--- src/supply_mode_supervisor_defines.svh ---
// Purpose: Offsets, field positions and reset values of the supervisor
// Assumes: Register port with word addresses, 16-bit data
// Notes: Definitions only
`ifndef SUPPLY_MODE_SUPERVISOR_DEFINES_SVH
`define SUPPLY_MODE_SUPERVISOR_DEFINES_SVH

// ----------------------------------------------------------------
// Register offsets
// ----------------------------------------------------------------
`define OFS_STD_DIAG 4'h0
`define OFS_OUT_CTRL 4'h1
`define OFS_INRUSH 4'h2
`define OFS_MAP0 4'h3
`define OFS_MAP1 4'h4
`define OFS_IN_STATUS 4'h5
`define OFS_OL_CURRENT 4'h6
`define OFS_LEVEL_MON 4'h7
`define OFS_ON_OPENLOAD_FLAG_RES 4'h8
`define OFS_ON_OPENLOAD_FLAG_SEL 4'h9
`define OFS_HW_CFG 4'ha
`define OFS_LATCH_CLR 4'hb

// ----------------------------------------------------------------
// Standard diagnostic word fields
// ----------------------------------------------------------------
`define ON_OPENLOAD_RESULT_BIT 8
`define DIAG_OFF_OPENLOAD_FLAG_BIT 9
`define DIAG_FRAME_BIT 10
`define DIAG_BAT_UV_BIT 12
`define DIAG_LOW_RANGE_BIT 13
`define DIAG_MODE_LSB 14

// ----------------------------------------------------------------
// Hardware configuration fields
// ----------------------------------------------------------------
`define HW_ACT_BIT 0
`define HW_RESET_BIT 1
`define HW_PAR_LSB 2

// ----------------------------------------------------------------
// Reset values
// ----------------------------------------------------------------
`define RST_OUT_CTRL 8'h00
`define RST_INRUSH 8'h00
`define RST_MAP0 8'h04
`define RST_MAP1 8'h08
`define RST_OL_CURRENT 8'h00
`define RST_LEVEL_MON 8'h00
`define RST_ON_OPENLOAD_FLAG_RES 8'h00
`define RST_ON_OPENLOAD_FLAG_SEL 4'hf
`define RST_HW_CFG 4'h0
`define RST_LATCH_CLR 8'h00

// ----------------------------------------------------------------
// Pin vector positions
// ----------------------------------------------------------------
`define PIN_VDD_OK 0
`define PIN_VDD_LOW 1
`define PIN_VS_OK 2
`define PIN_VS_CRANK 3
`define PIN_IN0 4
`define PIN_IN1 5
`define PIN_IDLE 6
`define PIN_VOUT_LSB 7
`define PIN_COUNT 15

`endif

--- src/supply_mode_supervisor_pkg.sv ---
// Purpose: Types of the supply and mode supervisor
// Assumes: Defines header is available
// Notes: State of the block is one packed struct
`include "supply_mode_supervisor_defines.svh"

package supply_mode_supervisor_pkg;

    typedef enum logic [1:0] {
        MODE_SLEEP,
        MODE_IDLE,
        MODE_ACTIVE,
        MODE_LIMP
    } mode_t;

    typedef struct packed {
        logic [`PIN_COUNT-1:0] sync1;
        logic [`PIN_COUNT-1:0] sync2;
        logic [`PIN_COUNT-1:0] sync3;
        logic [`PIN_COUNT-1:0] filt;
        mode_t mode;
        logic low_range_flag;
        logic bat_uv_flag;
        logic frame_err;
        logic off_openload_flag_flag;
        logic [7:0] fault_mem;
        logic [7:0] out_ctrl;
        logic [7:0] inrush_sel;
        logic [7:0] map0;
        logic [7:0] map1;
        logic [1:0] in_pins;
        logic [7:0] ol_current;
        logic [7:0] level_mon;
        logic [7:0] on_openload_flag_res;
        logic [3:0] on_openload_flag_sel;
        logic [3:0] hw_cfg;
        logic [7:0] latch_clr;
        logic [7:0] chan_on;
        logic [15:0] rdata;
    } st_t;

endpackage : supply_mode_supervisor_pkg

--- src/supply_mode_supervisor.sv ---
// Purpose: Power-up, supply monitor and register default supervisor
// Assumes: Supply monitor levels and pins are asynchronous to clk
// Notes: Fault and open-load events come from logic on clk
//
// Contract
// - Operate only with a supply present and an input or idle pin high.
// - Power-up starts when battery or logic supply is sufficient.
// - After power-up battery and low-range flags both read set.
// - Logic undervoltage forces defaults and silences the serial port.
// - Latched fault memory survives logic undervoltage and stays readable.
// - Battery present with logic undervoltage still allows direct-input control.
// - Turn-on only while the battery monitor reports sufficient voltage.
// - Channels on during a battery dip stay on until commanded off.
// - Low-range flag sits at diagnostic bit 13, set during power-up.
// - Low-range flag is set while logic supply is in low window.
// - Only a diagnostic word read clears the low-range flag.
// - Reset turns outputs off and selects plain latch-off on overload.
// - Reset maps input 0 to channel 2 and input 1 to 3.
// - Reset input status shows failed transmission and inputs low.
// - Reset disables open-load current and open-load result reads normal.
// - Reset leaves on-state open-load selection inactive.
// - Reset shows output level monitor below threshold.
// - Reset hardware configuration normal, latch-clear holds nothing pending.
// - Logic undervoltage with battery in crank range blocks serial control.
// - Four modes: sleep, idle, active and limp home.
// - Idle low with an input high enters limp home, inputs drive 2/3; the code also requires battery ok to enter.
// - Limp home makes serial read-only and keeps open-load current off.
// - Limp entry sets supply flags, clears open-load, frame error once.
//
// The strobed register port and the placing of the registers were left to the implementer.
`timescale 1ns/1ps
`include "supply_mode_supervisor_defines.svh"
`default_nettype none

module supply_mode_supervisor (
    // Clock and reset
    input wire logic clk,
    input wire logic sys_rst,
    // Supply monitors
    input wire logic logic_supply_ok,
    input wire logic logic_supply_low_range_level,
    input wire logic battery_supply_ok,
    input wire logic battery_above_crank,
    // Pins
    input wire logic direct_input_0,
    input wire logic direct_input_1,
    input wire logic idle_pin,
    input wire logic [7:0] vout_above_threshold,
    // Events from the diagnostic logic
    input wire logic [7:0] fault_event,
    input wire logic [7:0] on_openload_event,
    input wire logic [7:0] off_openload_event,
    // Register port
    input wire logic [3:0] reg_addr,
    input wire logic [15:0] reg_wdata,
    input wire logic reg_wr,
    input wire logic reg_rd,
    output logic [15:0] reg_rdata,
    // Outputs
    output logic [7:0] channel_on,
    output logic [7:0] inrush_restart_select,
    output logic [7:0] openload_current_enable,
    output logic [3:0] on_openload_select,
    output logic [3:0] hardware_configuration,
    output supply_mode_supervisor_pkg::mode_t mode,
    output logic logic_running
);
    import supply_mode_supervisor_pkg::*;

    st_t cur_r;
    st_t cur_nxt;
    logic [`PIN_COUNT-1:0] pins;

    assign pins = {vout_above_threshold, idle_pin, direct_input_1,
                   direct_input_0, battery_above_crank, battery_supply_ok,
                   logic_supply_low_range_level, logic_supply_ok};

    function automatic logic limp_request(input logic idle_in,
                                          input logic in0,
                                          input logic in1);
        limp_request = !idle_in && (in0 || in1);
    endfunction : limp_request

    // ------------------------------------------------------------
    // Defaults of the serial-visible registers
    // ------------------------------------------------------------
    function automatic st_t load_defaults(input st_t s);
        st_t d;
        d = s;
        d.out_ctrl = `RST_OUT_CTRL;
        d.inrush_sel = `RST_INRUSH;
        d.map0 = `RST_MAP0;
        d.map1 = `RST_MAP1;
        d.frame_err = 1'b1;
        d.in_pins = 2'h0;
        d.ol_current = `RST_OL_CURRENT;
        d.on_openload_flag_res = `RST_ON_OPENLOAD_FLAG_RES;
        d.on_openload_flag_sel = `RST_ON_OPENLOAD_FLAG_SEL;
        d.level_mon = `RST_LEVEL_MON;
        d.hw_cfg = `RST_HW_CFG;
        d.latch_clr = `RST_LATCH_CLR;
        d.low_range_flag = 1'b1;
        d.bat_uv_flag = 1'b1;
        d.off_openload_flag_flag = 1'b0;
        d.rdata = 16'h0000;
        load_defaults = d;
    endfunction : load_defaults

    logic vdd_ok;
    logic vs_ok;
    logic in0;
    logic in1;
    logic idle_in;
    logic powered;
    logic serial_on;
    logic serial_wr_ok;
    logic diag_read;
    logic any_read;
    logic limp_entry;
    logic [7:0] want_on;
    logic [15:0] rd_val;

    assign vdd_ok = cur_r.filt[`PIN_VDD_OK];
    assign vs_ok = cur_r.filt[`PIN_VS_OK];
    assign in0 = cur_r.filt[`PIN_IN0];
    assign in1 = cur_r.filt[`PIN_IN1];
    assign idle_in = cur_r.filt[`PIN_IDLE];

    assign powered = (vdd_ok || vs_ok) && (in0 || in1 || idle_in);

    // no serial control without logic supply
    assign serial_on = vdd_ok && (cur_r.mode != MODE_SLEEP);
    assign serial_wr_ok = serial_on && (cur_r.mode != MODE_LIMP);
    assign diag_read = serial_on && reg_rd && (reg_addr == `OFS_STD_DIAG);
    assign any_read = serial_on && reg_rd;

    // ------------------------------------------------------------
    // Read multiplexer
    // ------------------------------------------------------------
    always_comb begin
        rd_val = 16'h0000;
        case (reg_addr)
            `OFS_STD_DIAG: begin
                rd_val[7:0] = cur_r.fault_mem;
                rd_val[`ON_OPENLOAD_RESULT_BIT] = |cur_r.on_openload_flag_res;
                rd_val[`DIAG_OFF_OPENLOAD_FLAG_BIT] = cur_r.off_openload_flag_flag;
                rd_val[`DIAG_FRAME_BIT] = cur_r.frame_err;
                rd_val[`DIAG_BAT_UV_BIT] = cur_r.bat_uv_flag;
                rd_val[`DIAG_LOW_RANGE_BIT] = cur_r.low_range_flag;
                rd_val[`DIAG_MODE_LSB +: 2] = cur_r.mode;
            end
            `OFS_OUT_CTRL: rd_val[7:0] = cur_r.out_ctrl;
            `OFS_INRUSH: rd_val[7:0] = cur_r.inrush_sel;
            `OFS_MAP0: rd_val[7:0] = cur_r.map0;
            `OFS_MAP1: rd_val[7:0] = cur_r.map1;
            `OFS_IN_STATUS: rd_val[2:0] = {cur_r.in_pins, cur_r.frame_err};
            `OFS_OL_CURRENT: rd_val[7:0] = cur_r.ol_current;
            `OFS_LEVEL_MON: rd_val[7:0] = cur_r.level_mon;
            `OFS_ON_OPENLOAD_FLAG_RES: rd_val[7:0] = cur_r.on_openload_flag_res;
            `OFS_ON_OPENLOAD_FLAG_SEL: rd_val[3:0] = cur_r.on_openload_flag_sel;
            `OFS_HW_CFG: rd_val[3:0] = cur_r.hw_cfg;
            `OFS_LATCH_CLR: rd_val[7:0] = cur_r.latch_clr;
            default: rd_val = 16'h0000;
        endcase
    end

    // ------------------------------------------------------------
    // Next state
    // ------------------------------------------------------------
    always_comb begin
        cur_nxt = cur_r;
        want_on = 8'h00;
        limp_entry = 1'b0;

        // Three-stage pin capture; a change counts once stages agree
        cur_nxt.sync1 = pins;
        cur_nxt.sync2 = cur_r.sync1;
        cur_nxt.sync3 = cur_r.sync2;
        for (int i = 0; i < `PIN_COUNT; i++) begin
            if (cur_r.sync2[i] == cur_r.sync3[i]) begin
                cur_nxt.filt[i] = cur_r.sync3[i];
            end
        end

        // limp when idle low, an input high and battery ok
        if (!powered) begin
            cur_nxt.mode = MODE_SLEEP;
        end else if (limp_request(idle_in, in0, in1) && vs_ok) begin
            cur_nxt.mode = MODE_LIMP;
        end else if (idle_in && cur_r.hw_cfg[`HW_ACT_BIT]) begin
            cur_nxt.mode = MODE_ACTIVE;
        end else begin
            cur_nxt.mode = MODE_IDLE;
        end
        limp_entry = (cur_nxt.mode == MODE_LIMP) &&
                     (cur_r.mode != MODE_LIMP);

        // Register read answer, one cycle after the strobe
        cur_nxt.rdata = any_read ? rd_val : 16'h0000;

        // Register writes
        if (serial_wr_ok && reg_wr) begin
            case (reg_addr)
                `OFS_OUT_CTRL: cur_nxt.out_ctrl = reg_wdata[7:0];
                `OFS_INRUSH: cur_nxt.inrush_sel = reg_wdata[7:0];
                `OFS_MAP0: cur_nxt.map0 = reg_wdata[7:0];
                `OFS_MAP1: cur_nxt.map1 = reg_wdata[7:0];
                `OFS_OL_CURRENT: cur_nxt.ol_current = reg_wdata[7:0];
                `OFS_ON_OPENLOAD_FLAG_SEL: cur_nxt.on_openload_flag_sel = reg_wdata[3:0];
                `OFS_HW_CFG: cur_nxt.hw_cfg = reg_wdata[3:0];
                `OFS_LATCH_CLR: cur_nxt.latch_clr = reg_wdata[7:0];
                default: cur_nxt.hw_cfg = cur_r.hw_cfg;
            endcase
        end

        // Latch clear empties the fault bit, then drops itself unless that bit's fault event is still present
        cur_nxt.fault_mem = (cur_r.fault_mem & ~cur_r.latch_clr) |
                            fault_event;
        if (!(serial_wr_ok && reg_wr && reg_addr == `OFS_LATCH_CLR)) begin
            cur_nxt.latch_clr = cur_r.latch_clr & fault_event;
        end

        cur_nxt.in_pins = {in1, in0};
        cur_nxt.level_mon = cur_r.filt[`PIN_VOUT_LSB +: 8];

        // Open-load result: reads clear, new events win
        cur_nxt.on_openload_flag_res = cur_r.on_openload_flag_res | on_openload_event;
        if (serial_on && reg_rd && reg_addr == `OFS_ON_OPENLOAD_FLAG_RES) begin
            cur_nxt.on_openload_flag_res = on_openload_event;
        end
        cur_nxt.off_openload_flag_flag = cur_r.off_openload_flag_flag | (|off_openload_event);

        // Frame error shows on the first answer only
        if (any_read) begin
            cur_nxt.frame_err = 1'b0;
        end

        // Supply flags: a diagnostic word read clears, a live condition keeps them set
        if (diag_read) begin
            cur_nxt.low_range_flag = 1'b0;
            cur_nxt.bat_uv_flag = 1'b0;
            cur_nxt.off_openload_flag_flag = |off_openload_event;
        end
        // low window keeps the flag set
        if (cur_r.filt[`PIN_VDD_LOW]) begin
            cur_nxt.low_range_flag = 1'b1;
        end
        if (!vs_ok) begin
            cur_nxt.bat_uv_flag = 1'b1;
        end

        if (limp_entry) begin
            cur_nxt.low_range_flag = 1'b1;
            cur_nxt.bat_uv_flag = 1'b1;
            cur_nxt.on_openload_flag_res = 8'h00;
            cur_nxt.off_openload_flag_flag = 1'b0;
            cur_nxt.frame_err = 1'b1;
        end
        if (cur_nxt.mode == MODE_LIMP) begin
            cur_nxt.ol_current = 8'h00;
        end

        // Channel request
        if (cur_r.mode == MODE_LIMP) begin
            // inputs drive channels 2 and 3
            want_on[2] = in0;
            want_on[3] = in1;
        end else if (cur_r.mode != MODE_SLEEP) begin
            // direct inputs work without logic supply
            want_on = cur_r.out_ctrl | (cur_r.map0 & {8{in0}}) |
                      (cur_r.map1 & {8{in1}});
        end
        want_on = want_on & ~cur_r.fault_mem;
        // on channels ride through a dip
        cur_nxt.chan_on = want_on & (cur_r.chan_on | {8{vs_ok}});

        // fault memory is kept
        // Software reset command also reloads defaults
        if (!vdd_ok || (serial_wr_ok && reg_wr &&
                        reg_addr == `OFS_HW_CFG &&
                        reg_wdata[`HW_RESET_BIT])) begin
            cur_nxt = load_defaults(cur_nxt);
        end
    end

    // ------------------------------------------------------------
    // State register
    // ------------------------------------------------------------
    // power-on reset, the only reset that clears fault memory
    always_ff @(posedge clk) begin
        if (sys_rst) begin
            cur_r <= load_defaults('0);
        end else begin
            cur_r <= cur_nxt;
        end
    end

    assign reg_rdata = cur_r.rdata;
    assign channel_on = cur_r.chan_on;
    assign inrush_restart_select = cur_r.inrush_sel;
    assign openload_current_enable = cur_r.ol_current;
    assign on_openload_select = cur_r.on_openload_flag_sel;
    assign hardware_configuration = cur_r.hw_cfg;
    assign mode = cur_r.mode;
    assign logic_running = serial_on;
endmodule : supply_mode_supervisor

`default_nettype wire

--- config.mk ---
export PLATFORM = sky130hd
export DESIGN_NAME = supply_mode_supervisor
export DESIGN_NICKNAME = d
export VERILOG_FILES = /design/src/supply_mode_supervisor_pkg.sv /design/src/supply_mode_supervisor.sv
export VERILOG_INCLUDE_DIRS = /design/src
export SDC_FILE = /design/constraint.sdc
export NUM_CORES = 1
export LEC_CHECK = 0
export BUFFER_PORTS_ARGS = -buffer_cell sky130_fd_sc_hd__buf_2
export CAP_MARGIN = 20
export CORE_UTILIZATION = 29
export CTS_CLUSTER_DIAMETER = 40
export DETAILED_ROUTE_END_ITERATION = 8
export PLACE_DENSITY = 0.5
export SKIP_LAST_GASP = 1
export SLEW_MARGIN = 0
export SYNTH_ARGS = -nofsm -noshare
export SYNTH_HDL_FRONTEND = slang
export SYNTH_SLANG_ARGS = --single-unit
--- constraint.sdc ---
create_clock -name clk -period 3.1 [get_ports clk]
set_input_delay 0.465 -clock clk [delete_from_list [all_inputs] [get_ports clk]]
set_output_delay 0.465 -clock clk [all_outputs]
set_load 0.05 [all_outputs]
==> results.yml <==
status:
  status: "complete, no violations"
detailed_routing:
  ant_nets: 0
  vias: 4965
  drtPass1Iterations: 5
  totalWireLength_um: 17900
  drt_iter0_drc: 337
  via_per_inst: 4.55
  wl_per_cell_um: 16.4
  drc: 0
cells_and_area:
  syn2layout_area_growth_pct: 17.0
  layout_commonest_cell: "dfxtp_1"
  num-fill-cells: 2400
  fin_cells: 1091
  final_cell_mix: "dfxtp_1 (167), buf_2 (103), nor2_1 (71)"
  fin_nets: 827
  multi_input_area_um2: 2870
  drive_gt1_share_pct: 22.4
  seq_area_um2: 3340
synth:
  synth-simple-area-share_pct: 19.7
  synth_adder_area_share_pct: 0
  synth_top_area_share_pct: 48.9
  muxShareOfSynthArea_pct: 9.31
  synth.avg_cell_area_um2: 9.62
  synthXorXnorAreaFrac_pct: 0.403
  netlist_area_um2: 6830
  synth.area.top_cells: "dfxtp_1 (49%), mux2i_1 (8.6%), buf_4 (5.5%)"
  synth_edf_count: 0
  async_flop_share_pct: 0
  synth_seq_cells: 167
  yosys_warnings: 0
  yosys.area.top_type: "dfxtp_1"
  synth_top_family_by_area: "simple AND/OR/NAND/NOR gates"
  synth_compound_area_share_pct: 12.5
  synth_cell_types: 61
  synth-main-ff-cell: "dfxtp_1"
  synthCells: 710
  syn_nets: 773
  yosysSeqAreaShare_pct: 48.9
sta:
  rsz0062_at_grt: "false"
  drv_slew: 0
  min_period_ns: 2.30
  max_slew.worst_pin.slew_ns: 0.773
  setup_viol: 0
  tns_ns: 0
  holdWs_ns: 0.250
  fin_skew_ns: 0.00814
  finalHoldViolCount: 0
  min_period_over_period_pct: 74.2
  slew_headroom_pct: 48.1
  max_freq_mhz: 435
worst_setup_path:
  path_cells: "xnor2_4, or4_1, o211ai_2, a31oi_1"
  cp_data_arrival_time_ns: 2.58
  worst_setup_path_end_kind: "flop"
  cpPeakStageDelay_ns: 0.79
  path_max_fanout: 10
  path_class: "flop to flop"
  worst_ep_required_time_ns: 3.38
  cpMaxStageDelayCell: "or4_1"
  setup.worst_path.start_class: "flop"
place:
  dp_hpwl_um: 12800
  dp.cells: 1058
  gp_congestion: 0.790
  port_buffers: 103
clocking:
  root_buffer: "clkbuf_16"
  insertion_delay_ns: 0.42
  cts-buffers-inserted: 17
  cts_max_level: 4
  cts_buffer_depth: 2
  postCtsHoldBufs: 0
  cts_setup_buffers: 0
  ctsResizeCount: 0
  cts_tree: "yes"
  clkTransAtPathRegs_ns: 0.07
  cts_sinks: 167
power_and_ir_drop:
  power_density_nw_per_um2: 584
  p_leak_uw: 0.00291
  ir_drop_mv: 0.295
floorplan:
  start_util_pct: 29.9
  die_h_um: 155
  die-area_um2: 24200
  num_rows: 55
  ios: 114
  core_um2: 22800
  chipWidth_um: 155
run:
  cap_viol_max_count: 0
grt:
  grt_overflow: 0
  grtUsageTotal_pct: 15.1
  antenna_found_initial: 1
  grt_max_degree: 59
  use_met2_pct: 23.1
  groute.layer.met3.usage_pct: 4.21
  gr-usage-met1_pct: 20.8
  top_usage_layer: "met2"
  grt_pass1_wl_um: 27500
  grt_pass1_vias: 4659
hold_path:
  hold_path_class: "input port to flop"
## area by class of cell
type | instances | share of cell area (%)
diodes | 1 | 0.0313
clock buffers | 19 | 5.67
clock inverters | 13 | 2.41
inverters | 12 | 0.563
multi-input cells | 441 | 35.9
flip-flops and latches | 167 | 41.8
well taps | 313 | 4.90
repair buffers | 125 | 8.67
## final timing paths
check / to / slack, ns / cells past startpoint / start
hold / removal: cur_r[167]$_SDFF_PP0_ / 0.25 / 2 / vout_above_threshold[3]
setup reg to reg: reg_rdata[3]$_SDFF_PP0_ / 0.80 / 4 / mode[0]$_SDFF_PP0_
setup / recovery: reg_rdata[3]$_SDFF_PP0_ / 0.80 / 4 / mode[0]$_SDFF_PP0_
hold reg to reg: cur_r[149]$_SDFF_PP0_ / 0.43 / 1 / cur_r[164]$_SDFF_PP0_
## metrics by stage
stage               area [µm²]  total power [µW]  setup slack, ns  util (%)
floorplan                 6830              2340             1.05         -
global placement          7350              2420            0.680      32.2
detailed placement        7350              2420            0.700      32.2
CTS                       7990              4720            0.790      35.0
global route              7990              4840            0.672      35.0
finish                    7990              4670            0.799      35.0
## layer usage
layer,part of all wire (%),up-vias
li1,-,2511
met1,49,2310
met2,45,133
met3,5.3,11
met4,1.1,0
met5,0,-
## cell families (layout without fill, tap and decap cells)
| kind of cell | count (synthesis) | after routing |
|---|---|---|
| compound gates | 129 | 129 |
| xor+xnor | 1 | 1 |
| buf+inv | 102 | 169 |
| flops | 167 | 167 |
| mux | 62 | 62 |
| other cells | 1 | 2 |
| simple gates | 248 | 248 |
## Yosys cell counts (all sizes together), types with 2 or more instances
| master | instances |
|---|---|
| o2bb2ai | 3 |
| o211ai | 3 |
| and3 | 3 |
| a21o | 5 |
| nor2 | 71 |
| clkbuf | 28 |
| a221oi | 7 |
| mux2 | 2 |
| o21ai | 24 |
| a31oi | 7 |
| nand3 | 8 |
| a22o | 3 |
| a32oi | 3 |
| or2 | 3 |
| nor2b | 46 |
| nand3b | 14 |
| a211oi | 3 |
| a21oi | 50 |
| nand2 | 46 |
| nor3b | 2 |
| dfxtp | 167 |
| inv | 12 |
| a211o | 3 |
| a22oi | 2 |
| nor4b | 3 |
| nand2b | 9 |
| and2 | 19 |
| nor3 | 2 |
| a222oi | 2 |
| o22ai | 3 |
| nor4 | 18 |
| mux2i | 59 |
| buf | 62 |
## worst max-delay path: cells and delay by family (launching register included)
family                    cells  cell delay, ns
xor gates and xnor gates      1            0.24
AOI/OAI and AO/OA             2            0.58
and+or+nand+nor               1            0.79
DFF                           1            0.54
## sequential cells by signal (all words and copies together) (netlist names)
| name | cells |
|---|---|
| reg_rdata | 15 |
| openload_current_enable | 8 |
| mode | 2 |
| inrush_restart_select | 8 |
| hardware_configuration | 4 |
| on_openload_select | 4 |
| channel_on | 8 |
| cur_r | 118 |
## report_power, final
part           switching (µW)  internal [µW]  leakage [µW]
clock network             888           1400      0.000311
logic                     112           70.9       0.00125
registers                16.6           2180       0.00136
total                    1020           3650       0.00291
Power figures use the tool's default switching activity.
